[src/verilog/spp_pkg.sv]
/*
  package for the shared pin port: register offsets, field layout,
  reset values and the output routing source codes.
  assumes a 32-bit apb bus with word aligned registers.
*/
`default_nettype none
package spp_pkg;
  // ************************************************************
  // port geometry
  // ************************************************************
  localparam int unsigned PINS = 16;
  localparam int unsigned SEL_W = 6;
  localparam int unsigned SRC_N = 31;
  localparam int unsigned NUM_REMAP = 4;
  localparam logic [15:0] IMPL_MASK = 16'hFFFF;
  // ************************************************************
  // register byte offsets
  // ************************************************************
  localparam logic [7:0] DIR_OFS = 8'h00;
  localparam logic [7:0] LAT_OFS = 8'h04;
  localparam logic [7:0] LVL_OFS = 8'h08;
  localparam logic [7:0] RISE_OFS = 8'h0C;
  localparam logic [7:0] FALL_OFS = 8'h10;
  localparam logic [7:0] STAT_OFS = 8'h14;
  localparam logic [7:0] CTRL_OFS = 8'h18;
  localparam logic [7:0] SEL0_OFS = 8'h1C;
  localparam logic [7:0] SEL1_OFS = 8'h20;
  // ************************************************************
  // fields and reset values
  // ************************************************************
  localparam int unsigned SEL_HI_POS = 8;
  localparam int unsigned CTRL_ON_POS = 0;
  localparam int unsigned CTRL_FLAG_POS = 1;
  localparam logic [15:0] DIR_RST = 16'hFFFF;
  localparam logic [15:0] ZERO16 = 16'h0000;
  localparam logic [5:0] SEL_NONE = 6'h00;
  localparam logic [5:0] SRC_CMP1 = 6'h01;
  localparam logic [5:0] SRC_SER1_TX = 6'h03;
  localparam logic [5:0] SRC_CMP_OUT1 = 6'h0D;
  localparam logic [5:0] SRC_LCELL2 = 6'h1E;
endpackage
`default_nettype wire

[src/verilog/spp_route.sv]
/*
  output routing for one remappable pin: picks a peripheral output by
  its select code, or nothing for code zero.
  assumes peripheral outputs and enables arrive indexed by source code.
*/
`timescale 1ns/10ps
`default_nettype none
module spp_route (
  // select code
  input wire logic [5:0] sel,
  // peripheral sources, index is the source code
  input wire logic [30:0] src_out,
  input wire logic [30:0] src_drive,
  // routed result
  output logic pin_out,
  output logic pin_drive
);
  // ************************************************************
  // source select
  // ************************************************************
  // code zero and codes beyond the table leave the pin to the port
  always_comb begin
    pin_out = 1'b0;
    pin_drive = 1'b0;
    if (sel != spp_pkg::SEL_NONE && sel < 6'(spp_pkg::SRC_N)) begin
      pin_out = src_out[5'(sel)];
      pin_drive = src_drive[5'(sel)];
    end
  end
endmodule
`default_nettype wire

[src/verilog/spp_port.sv]
/*
  shared pin port: direction, latch and level registers, peripheral
  ownership of outputs, edge change detection and output routing.
  assumes apb master, pins synchronous to ref_clk, 40 MHz clock.
*/
`timescale 1ns/10ps
`default_nettype none
// Function
// - per pin muxes choose peripheral or port for data and enable
// - an actively driving peripheral disables the port driver; level still readable
// - enabled but idle peripheral lets the port drive by direction and latch
// - port output never loops back into the sharing peripheral input
// - direction bit one makes an input, zero an output
// - reset sets all direction bits so every pin is an input
// - latch register reads the latch, writes update it
// - level register reads pins, writes go to the latch
// - unimplemented bits read zero in latch, direction and level
// - pins with input only sharers stay full port pins
// - rise enable makes low to high set status and flag
// - fall enable makes high to low set status and flag
// - both enables catch any edge, neither disables detection
// - each select register holds two six bit pin fields
// - field value picks the peripheral output for the pin
// - field zero leaves the pin with the port
module spp_port (
  // clock and reset
  input wire logic ref_clk,
  input wire logic rst_n,
  // apb slave
  input wire logic psel,
  input wire logic penable,
  input wire logic pwrite,
  input wire logic [7:0] paddr,
  input wire logic [31:0] pwdata,
  output logic [31:0] prdata,
  output logic pready,
  output logic pslverr,
  // fixed peripherals sharing each pin
  input wire logic [15:0] periph_en,
  input wire logic [15:0] periph_drive,
  input wire logic [15:0] periph_out,
  output logic [15:0] periph_in,
  // routable peripheral outputs, index is source code
  input wire logic [30:0] src_out,
  input wire logic [30:0] src_drive,
  // pad
  input wire logic [15:0] pad_in,
  output logic [15:0] pad_out,
  output logic [15:0] pad_oe,
  // change notice
  output logic change_flag
);
  // ************************************************************
  // reset release
  // ************************************************************
  logic rst_meta_n;
  logic rst_sync_n;
  always_ff @(posedge ref_clk or negedge rst_n) begin
    if (!rst_n) begin
      rst_meta_n <= 1'b0;
      rst_sync_n <= 1'b0;
    end else begin
      rst_meta_n <= 1'b1;
      rst_sync_n <= rst_meta_n;
    end
  end

  // ************************************************************
  // helpers
  // ************************************************************
  function automatic logic [15:0] masked(input logic [15:0] v);
    masked = v & spp_pkg::IMPL_MASK;
  endfunction

  function automatic logic [15:0] merge_be(input logic [15:0] old, input logic [31:0] wd);
    merge_be = masked(wd[15:0]);
  endfunction

  // ************************************************************
  // registers
  // ************************************************************
  logic [15:0] dir_q, lat_q, rise_q, fall_q, stat_q;
  logic on_q, flag_q;
  logic [5:0] sel_q [spp_pkg::NUM_REMAP];
  logic [15:0] sync1, sync2, prev_q;
  logic [15:0] next_dir, next_lat, next_rise, next_fall, next_stat;
  logic next_on, next_flag;
  logic [5:0] next_sel [spp_pkg::NUM_REMAP];
  logic [31:0] next_prdata;
  logic next_pready;
  logic [15:0] edge_hit;
  logic wr_acc, rd_setup, known;

  // apb phases: a write lands at the access edge that sees pready high
  assign wr_acc = psel && penable && pwrite && pready;
  assign rd_setup = psel && !penable;

  // edges from the second synchroniser stage against the previous sample
  assign edge_hit = on_q ? ((sync2 & ~prev_q & rise_q) | (~sync2 & prev_q & fall_q))
                         : 16'h0000;

  // ************************************************************
  // register next values and read mux
  // ************************************************************
  // read data is prepared in the setup cycle so it stands with pready
  always_comb begin
    next_dir = dir_q;
    next_lat = lat_q;
    next_rise = rise_q;
    next_fall = fall_q;
    next_on = on_q;
    next_sel = sel_q;
    next_stat = stat_q;
    next_flag = flag_q;
    next_prdata = prdata;
    next_pready = rd_setup;
    known = 1'b1;
    case (paddr)
      spp_pkg::DIR_OFS: next_prdata = {16'h0000, masked(dir_q)};
      spp_pkg::LAT_OFS: next_prdata = {16'h0000, masked(lat_q)};
      spp_pkg::LVL_OFS: next_prdata = {16'h0000, masked(sync2)};
      spp_pkg::RISE_OFS: next_prdata = {16'h0000, rise_q};
      spp_pkg::FALL_OFS: next_prdata = {16'h0000, fall_q};
      spp_pkg::STAT_OFS: next_prdata = {16'h0000, stat_q};
      spp_pkg::CTRL_OFS: next_prdata = {30'h00000000, flag_q, on_q};
      spp_pkg::SEL0_OFS: next_prdata = {18'h00000, sel_q[1], 2'h0, sel_q[0]};
      spp_pkg::SEL1_OFS: next_prdata = {18'h00000, sel_q[3], 2'h0, sel_q[2]};
      default: begin
        next_prdata = 32'h00000000;
        known = 1'b0;
      end
    endcase
    if (!rd_setup || pwrite) begin
      next_prdata = prdata;
    end
    if (wr_acc) begin
      case (paddr)
        spp_pkg::DIR_OFS: next_dir = merge_be(dir_q, pwdata);
        spp_pkg::LAT_OFS: next_lat = merge_be(lat_q, pwdata);
        spp_pkg::LVL_OFS: next_lat = merge_be(lat_q, pwdata);
        spp_pkg::RISE_OFS: next_rise = masked(pwdata[15:0]);
        spp_pkg::FALL_OFS: next_fall = masked(pwdata[15:0]);
        spp_pkg::STAT_OFS: next_stat = stat_q & ~pwdata[15:0];
        spp_pkg::CTRL_OFS: begin
          next_on = pwdata[spp_pkg::CTRL_ON_POS];
          next_flag = flag_q & ~pwdata[spp_pkg::CTRL_FLAG_POS];
        end
        spp_pkg::SEL0_OFS: begin
          next_sel[0] = pwdata[5:0];
          next_sel[1] = pwdata[spp_pkg::SEL_HI_POS +: 6];
        end
        spp_pkg::SEL1_OFS: begin
          next_sel[2] = pwdata[5:0];
          next_sel[3] = pwdata[spp_pkg::SEL_HI_POS +: 6];
        end
        default: next_on = on_q;
      endcase
    end
    // a new edge wins over a clear in the same cycle
    next_stat = next_stat | edge_hit;
    if (edge_hit != 16'h0000) begin
      next_flag = 1'b1;
    end
  end

  // unmapped addresses answer with an error beside pready
  logic next_slverr;
  assign next_slverr = rd_setup && !known;

  // software state and the bus answer, all registered on one edge
  always_ff @(posedge ref_clk or negedge rst_sync_n) begin
    if (!rst_sync_n) begin
      dir_q <= spp_pkg::DIR_RST;
      lat_q <= spp_pkg::ZERO16;
      rise_q <= spp_pkg::ZERO16;
      fall_q <= spp_pkg::ZERO16;
      stat_q <= spp_pkg::ZERO16;
      on_q <= 1'b0;
      flag_q <= 1'b0;
      for (int i = 0; i < spp_pkg::NUM_REMAP; i++) begin
        sel_q[i] <= spp_pkg::SEL_NONE;
      end
      prdata <= 32'h00000000;
      pready <= 1'b0;
      pslverr <= 1'b0;
    end else begin
      dir_q <= next_dir;
      lat_q <= next_lat;
      rise_q <= next_rise;
      fall_q <= next_fall;
      stat_q <= next_stat;
      on_q <= next_on;
      flag_q <= next_flag;
      sel_q <= next_sel;
      prdata <= next_prdata;
      pready <= next_pready;
      pslverr <= next_slverr;
    end
  end

  // ************************************************************
  // pin sampling
  // ************************************************************
  // two stages before use; edges compare stage two with its last value
  always_ff @(posedge ref_clk or negedge rst_sync_n) begin
    if (!rst_sync_n) begin
      sync1 <= 16'h0000;
      sync2 <= 16'h0000;
      prev_q <= 16'h0000;
    end else begin
      sync1 <= pad_in;
      sync2 <= sync1;
      prev_q <= sync2;
    end
  end

  // ************************************************************
  // output ownership
  // ************************************************************
  logic [3:0] rt_out, rt_drive;
  for (genvar g = 0; g < spp_pkg::NUM_REMAP; g++) begin : g_route
    spp_route u_route (
      .sel(sel_q[g]),
      .src_out(src_out),
      .src_drive(src_drive),
      .pin_out(rt_out[g]),
      .pin_drive(rt_drive[g])
    );
  end

  logic [15:0] own_out, own_drive, next_pad_out, next_pad_oe, next_pin_in;
  // each source is gated by its own drive so an idle one cannot mask the other
  assign own_out = {periph_out[15:4],
                    (periph_out[3:0] & periph_en[3:0] & periph_drive[3:0])
                    | (rt_out & rt_drive)};
  assign own_drive = {periph_en[15:4] & periph_drive[15:4],
                      (periph_en[3:0] & periph_drive[3:0]) | rt_drive};

  // peripheral takes the pin only while actively driving; otherwise port
  always_comb begin
    for (int i = 0; i < spp_pkg::PINS; i++) begin
      if (own_drive[i]) begin
        next_pad_out[i] = own_out[i];
        next_pad_oe[i] = 1'b1;
      end else begin
        next_pad_out[i] = lat_q[i];
        next_pad_oe[i] = ~dir_q[i] & spp_pkg::IMPL_MASK[i];
      end
      // while the port drives, the peripheral sees zero, not its own latch
      next_pin_in[i] = (next_pad_oe[i] && !own_drive[i]) ? 1'b0 : sync2[i];
    end
  end

  always_ff @(posedge ref_clk or negedge rst_sync_n) begin
    if (!rst_sync_n) begin
      pad_out <= 16'h0000;
      pad_oe <= 16'h0000;
      periph_in <= 16'h0000;
      change_flag <= 1'b0;
    end else begin
      pad_out <= next_pad_out;
      pad_oe <= next_pad_oe;
      periph_in <= next_pin_in;
      change_flag <= next_flag;
    end
  end

  // ************************************************************
  // checks
  // ************************************************************
  // registered outputs are checked one edge after their cause, except change_flag in rise_set_a, checked two edges after
  dir_reset_a: assert property (@(posedge ref_clk)
    $rose(rst_sync_n) |-> dir_q == spp_pkg::DIR_RST)
    else $error("direction not all inputs after reset");
  input_off_a: assert property (@(posedge ref_clk) disable iff (!rst_sync_n)
    (dir_q[0] && !own_drive[0]) |=> !pad_oe[0])
    else $error("input pin driven");
  periph_own_a: assert property (@(posedge ref_clk) disable iff (!rst_sync_n)
    own_drive != 16'h0000 |=> ((pad_oe & $past(own_drive)) == $past(own_drive))
      && ((pad_out & $past(own_drive)) == ($past(own_out) & $past(own_drive))))
    else $error("peripheral lost pin");
  rise_set_a: assert property (@(posedge ref_clk) disable iff (!rst_sync_n)
    (on_q && rise_q[8] && sync2[8] && !prev_q[8]) |=> stat_q[8] ##1 change_flag)
    else $error("rising edge missed");
  fall_set_a: assert property (@(posedge ref_clk) disable iff (!rst_sync_n)
    (on_q && fall_q[9] && !sync2[9] && prev_q[9]) |=> stat_q[9] && change_flag)
    else $error("falling edge missed");
  off_quiet_a: assert property (@(posedge ref_clk) disable iff (!rst_sync_n)
    (!on_q || (rise_q == 16'h0000 && fall_q == 16'h0000)) |-> edge_hit == 16'h0000)
    else $error("edge with detection off");
  lat_write_a: assert property (@(posedge ref_clk) disable iff (!rst_sync_n)
    (wr_acc && paddr == spp_pkg::LVL_OFS) |=> lat_q == $past(pwdata[15:0]))
    else $error("level write missed latch");
  loop_block_a: assert property (@(posedge ref_clk) disable iff (!rst_sync_n)
    (!dir_q[2] && !own_drive[2]) |=> !periph_in[2])
    else $error("port output looped to peripheral");
  null_sel_a: assert property (@(posedge ref_clk) disable iff (!rst_sync_n)
    sel_q[0] == spp_pkg::SEL_NONE |-> !rt_drive[0])
    else $error("null select drives pin");
  cv_rise_c: cover property (@(posedge ref_clk) edge_hit[8] && rise_q[8]);
  cv_fall_c: cover property (@(posedge ref_clk) edge_hit[9] && fall_q[9]);
  cv_remap_c: cover property (@(posedge ref_clk) rt_drive[0] && sel_q[0] == 6'h03);
  cv_write_c: cover property (@(posedge ref_clk) wr_acc && paddr == spp_pkg::LAT_OFS);
endmodule
`default_nettype wire

[config.mk]
export PLATFORM = sky130hd
export DESIGN_NAME = spp_port
export DESIGN_NICKNAME = d
export VERILOG_FILES = /design/src/verilog/spp_pkg.sv /design/src/verilog/spp_route.sv /design/src/verilog/spp_port.sv
export SDC_FILE = /design/constraint.sdc
export NUM_CORES = 1
export LEC_CHECK = 0
export ABC_CLOCK_PERIOD_IN_PS = 16030
export BUFFER_PORTS_ARGS = -buffer_cell sky130_fd_sc_hd__buf_2
export CORE_MARGIN = 1.5
export CORE_UTILIZATION = 59
export DETAILED_ROUTE_END_ITERATION = 8
export HOLD_SLACK_MARGIN = 0.1
export PLACE_DENSITY = 0.86
export SYNTH_ARGS = -nofsm -noshare
export SYNTH_HDL_FRONTEND = slang
export SYNTH_SLANG_ARGS = --single-unit
[constraint.sdc]
create_clock -name ref_clk -period 16.03 [get_ports ref_clk]
set_clock_uncertainty 0.05 [all_clocks]
set_input_delay 2.4045 -clock ref_clk [delete_from_list [all_inputs] [get_ports ref_clk]]
set_output_delay 2.4045 -clock ref_clk [all_outputs]
set_load 0.05 [all_outputs]
# --- Yosys cells after proc, flatten, opt, wreduce, memory -nomap -nowiden ---
# Cells that the tools add are included.
totals:
  ff_bits: 238
  latchBits: 0
  mem_bits_rw: 0
  rom_bits: 0
  inputBits: 171
  output_inout_bits: 83
  wordCells: 216
  n_memories: 0
op_classes:
  n_addsub: 0
  mul: 0
  div: 0
  n_lt_le_gt_ge: 8
  eq_ne: 8
  n_shift: 0
  muxes: 80
  bitwise_logic: 35
  reduce_logical: 63
op_table:
  columns: ["op", "count"]
  rows:
  - ["$pmux W16 S9", 1]
  - ["$and A16 B16 Y16", 5]
  - ["$mux W1", 68]
  - ["$mux W16", 3]
  - ["$not A16 Y16", 3]
  - ["$bmux W1 S5", 8]
  - ["$eq A8 B5 Y1 const B", 4]
  - ["$or A16 B16 Y16", 2]
  - ["$logic_and A1 B1 Y1", 25]
  - ["$lt A5 B6 Y1 const B", 4]
  - ["$lt A6 B5 Y1 const B", 4]
  - ["$reduce_bool A6 Y1", 4]
  - ["$logic_not A1 Y1", 19]
  - ["$not A1 Y1", 17]
  - ["$and A4 B4 Y4", 4]
  - ["$eq A8 B4 Y1 const B", 2]
  - ["$reduce_and A2 Y1", 8]
  - ["$reduce_bool A16 Y1", 1]
  - ["$and A12 B12 Y12", 1]
  - ["$reduce_or A9 Y1", 1]
  - ["$eq A8 B3 Y1 const B", 1]
  - ["$eq A8 B6 Y1 const B", 1]
  - ["$logic_not A8 Y1", 1]
  - ["$or A4 B4 Y4", 2]
  - ["4 further kinds", 5]

# --- Logic depth before layout (Yosys ltp) ---
depth:
  word_depth: 8
  mapped_depth: 9
  ltp_nobuf: 6

# --- By module ---
# Synthesis repeated with hierarchy kept, for this count alone.
unflattened:
  cells_unflattened: 993
  area_unflattened_um2: 12017.8
by_module_without_submodules:
  columns: ["module", "n_inst", "cells_each", "area_each_um2", "seq_area_each_um2"]
  rows:
  - ["spp_port", 1, 745, 9555.4, 5575.3]
  - ["spp_route", 4, 62, 615.6, 0.0]

# --- Least setup slack after synthesis ---
# OpenSTA, ideal clock, no wires.
synth_timing:
  path_type: "input-to-reg"
  startpoint: "input paddr[5]"
  endpoint: "register rise_q[10]"
  setup_ps: 125
  arrival_ps: 4225
  required_ps: 15855
  setup_slack_ps: 11630
  cell_stages: 6
  path_buffers: 3
  cell_sequence: "buf_2 or4_1 clkbuf_1 nor3_2 buf_2 mux2_2"
synth_between:
  elab_chain_cells: 2
synth_lines:
  columns: ["element", "line_no", "rtl"]
  rows:
  - ["start, declared", "spp_port.sv:33", "input wire logic [7:0] paddr,"]
  - ["$eq A8 B4 Y1", "spp_port.sv:137", "case (paddr)"]
  - ["$reduce_and A2 Y1 (no line)", null, null]
  - ["end signal, assigned", "spp_port.sv:175", "rise_q <= spp_pkg::ZERO16;"]
  - ["end signal, assigned", "spp_port.sv:189", "rise_q <= next_rise;"]
  - ["end, declared", "spp_port.sv:82", "logic [15:0] dir_q, lat_q, rise_q, fall_q, stat_q;"]
# No other way between the ends.
# A chain may end at the register's enable or synchronous reset.

# --- Worst setup path in the final report ---
layout_timing:
  startpoint: "input paddr[2]"
  endpoint: "register fall_q[11]"
layout_between:
  elab_chain_cells: 2
layout_lines:
  columns: ["element", "line_no", "rtl"]
  rows:
  - ["$eq A8 B5 Y1", "spp_port.sv:137", null]
  - ["$reduce_and A2 Y1 (no line)", null, null]
  - ["end signal, assigned", "spp_port.sv:176", "fall_q <= spp_pkg::ZERO16;"]
  - ["end signal, assigned", "spp_port.sv:190", "fall_q <= next_fall;"]
  - ["end, declared", "spp_port.sv:82", null]
# No other way between the ends.

==> out/metrics.cfg <==
[power]
clockPowerShare_pct = 43.9
p_leak_nw = 6.08
powerDensity_nw_per_um2 = 91.5
switching_share_pct = 24.5
cell_internal_pwr_mw = 0.932
seq_power_share_pct = 47.2
ir_drop_uv = 89.4
pwr-share-comb_pct = 8.9
p_switching_mw = 0.303

[critical_path]
path_cells = buf_2, or4_1, nor2_1, nand2_2, mux2_2
r2r-start = sel_q[0]
cp-start-kind = input pin
rr_worst_depth = 7
crit_family = simple AND/OR/NAND/NOR gates
path_buf_inv = 1
crit_arrival_ns = 5.17
cpPeakStageDelay_ns = 0.80
crit_fanout = 28
crit_slowest_cell = or4_1
worst-endpoint-required_ns = 16.37
end_kind = register
reg2reg_setup_slack_ns = 13.35
timing.rr.end = periph_in[3]
crit_type = input pin to register
startpoint = paddr[2]

[sta]
max_freq_mhz = 207
fin_crit_sh_pct = 30.1
fin_setup_tns_ns = 0
slew_headroom_pct = 31.1
setup_viol = 0
final_max_slew_viol_count = 0
finalHoldViolations = 0
grt_setup_unrepaired = false
worst_pin_slew_ns = 1.03
min_period_ns = 4.83

[logic_synthesis]
netlist_area_um2 = 11500
ys_types = 68
ys_seq_area_share_pct = 48.5
yosysMostFrequentCell = dfrtp_1
synth_edf_count = 0
ys_warn_count = 0
synth_seq_cells = 222
syn_inst = 969
ys.flop_type = dfrtp_1
yosysTopAreaCellShare_pct = 44.8
ys_top_cells_by_area = dfrtp_1, mux2_2, mux4_2
yosysTopAreaCell = dfrtp_1
synth.avg_cell_area_um2 = 11.9
synth_commonest_cells = dfrtp_1, mux2_2, nand2_1
synthArstFlopShare_pct = 100

[place]
io_buffers = 221
hpwl_um = 22800
placed_cell_area_um2 = 12700
gp_congestion = 0.933

[global_routing]
grt_pass1_vias = 9374
grt_max_degree = 85
antenna_found_initial = 4
overflow = 0
grt_pass1_wl_um = 50400
track_usage_pct = 32.4

[min_path]
hold_path_startpoint = sync1[13]
hp-class = register to register
hold_depth = 0
hold_path_end = sync2[13]

[cts]
postCtsHoldBufs = 0
post_cts_buffers = 0
clk_pin_slew_ns = 0.06
cts.repair.resized = 0
cts_buffer_depth = 3
tritoncts = done
clk_latency_ns = 0.53
cts_htree_levels = 1
numCtsBuffers = 23
clock_sinks = 222
cts_root_buf = clkbuf_16

[die]
core_um2 = 18900
rows = 50
fp.dieW_um = 143
design.die.area_um2 = 20300
ios = 254
die_y_um = 143
initial_core_util_pct = 60.9

[job]
cap_violations = 0

[layout]
nets = 1342
post-route-cell-area_um2 = 13500
drive_gt1_share_pct = 38.6
area_growth_pct = 17.4

[drt]
post_drt_via_cell_ratio = 6.40
remaining_drc_errors = 0
drtAntennaViolNets = 0
firstDrtPassIters = 5
drtIter0Drc = 960
wl_per_cell_um = 22.5
vias = 9268
drt-total-wl_um = 32600

[run_status]
status = completed

[cells by family after synthesis]
family / Yosys count / share of synthesized area (%)
DFF: 222 / 48.5
and+or+nand+nor: 268 / 12.2
AOI/OAI and AO/OA: 187 / 11.3
other: 2 / 0.0653
buffers and inverters: 76 / 3.37
muxes: 214 / 24.5
[power by group through the flow]
stage / Combinational (mW) / Clock [mW] / Sequential (mW)
3_5_place_dp: 0.108 / 0 / 0.593
3_3_place_gp: 0.106 / 0 / 0.592
5_1_grt: 0.117 / 0.570 / 0.585
4_1_cts: 0.108 / 0.549 / 0.583
2_1_floorplan: 0.0464 / 0 / 0.610
6_report: 0.109 / 0.543 / 0.583
[area by class of cell]
type / instances / area (um^2)
sequential: 222 / 5580
tap: 260 / 325
multi-input combinational: 686 / 5600
clock buffer: 30 / 652
timing repair buffer: 232 / 1190
antenna: 2 / 5.00
clock inverter: 11 / 129
fill: 1385 / 5390
inverter: 6 / 22.5
[how the worst max path moves through the flow]
stage	endpoint	cells after the start
after floorplan	change_flag	0
after global placement	fall_q[3]	5
after detailed placement	fall_q[13]	5
after CTS	prdata[4]	7
after global routing	fall_q[9]	6
final	fall_q[11]	5
[sequential cells by signal, summed over array words and instances, names as in the netlist]
register,flops
periph_in,16
pready,1
lat_q,16
prdata,16
rst_meta_n,1
pad_out,16
on_q,1
sync2,16
rst_sync_n,1
prev_q,16
pslverr,1
sync1,16
stat_q,16
sel_q,24
rise_q,16
change_flag,1
pad_oe,16
dir_q,16
fall_q,16
[metal layers]
metal  up-vias  part of all wire (%)  wire length, um  GRT usage (%)
met5         -                 0.037               12              0
met4         2                   4.8             1580           15.9
met3       124                   9.8             3210           7.08
met2       576                    48            15500           51.6
met1      4556                    38            12300           42.4
li1       4010                     -                -              -
[metrics by stage]
stage	cells	setup slack [ns]	power (mW)	utilization [%]	hold slack [ns]
2_1_floorplan	984	9.36	0.656	-	0.281
3_3_place_gp	1406	10.85	0.698	67.3	0.281
3_5_place_dp	1406	10.81	0.700	67.3	0.286
4_1_cts	1447	11.32	1.24	71.4	0.298
5_1_grt	1449	11.20	1.27	71.5	0.305
6_report	1449	11.20	1.24	71.5	0.294
[placed cells by master (no fill, tap or decap), types with 7 or more instances in the layout]
master	count
nor3_1	10
conb_1	17
buf_2	221
a21o_1	11
mux2i_1	57
a22o_1	19
o211ai_1	15
nand3_1	19
buf_4	11
a22oi_1	21
a21oi_1	30
clkbuf_16	23
mux2_2	114
nor2b_1	23
and3_1	7
dfrtp_1	205
o21ai_0	37
and2_1	14
nand3b_1	23
nor2_1	25
nor4_1	7
nand2_1	102
dfstp_2	16
mux4_2	43
Note: power is estimated with default switching activity, not from simulation.
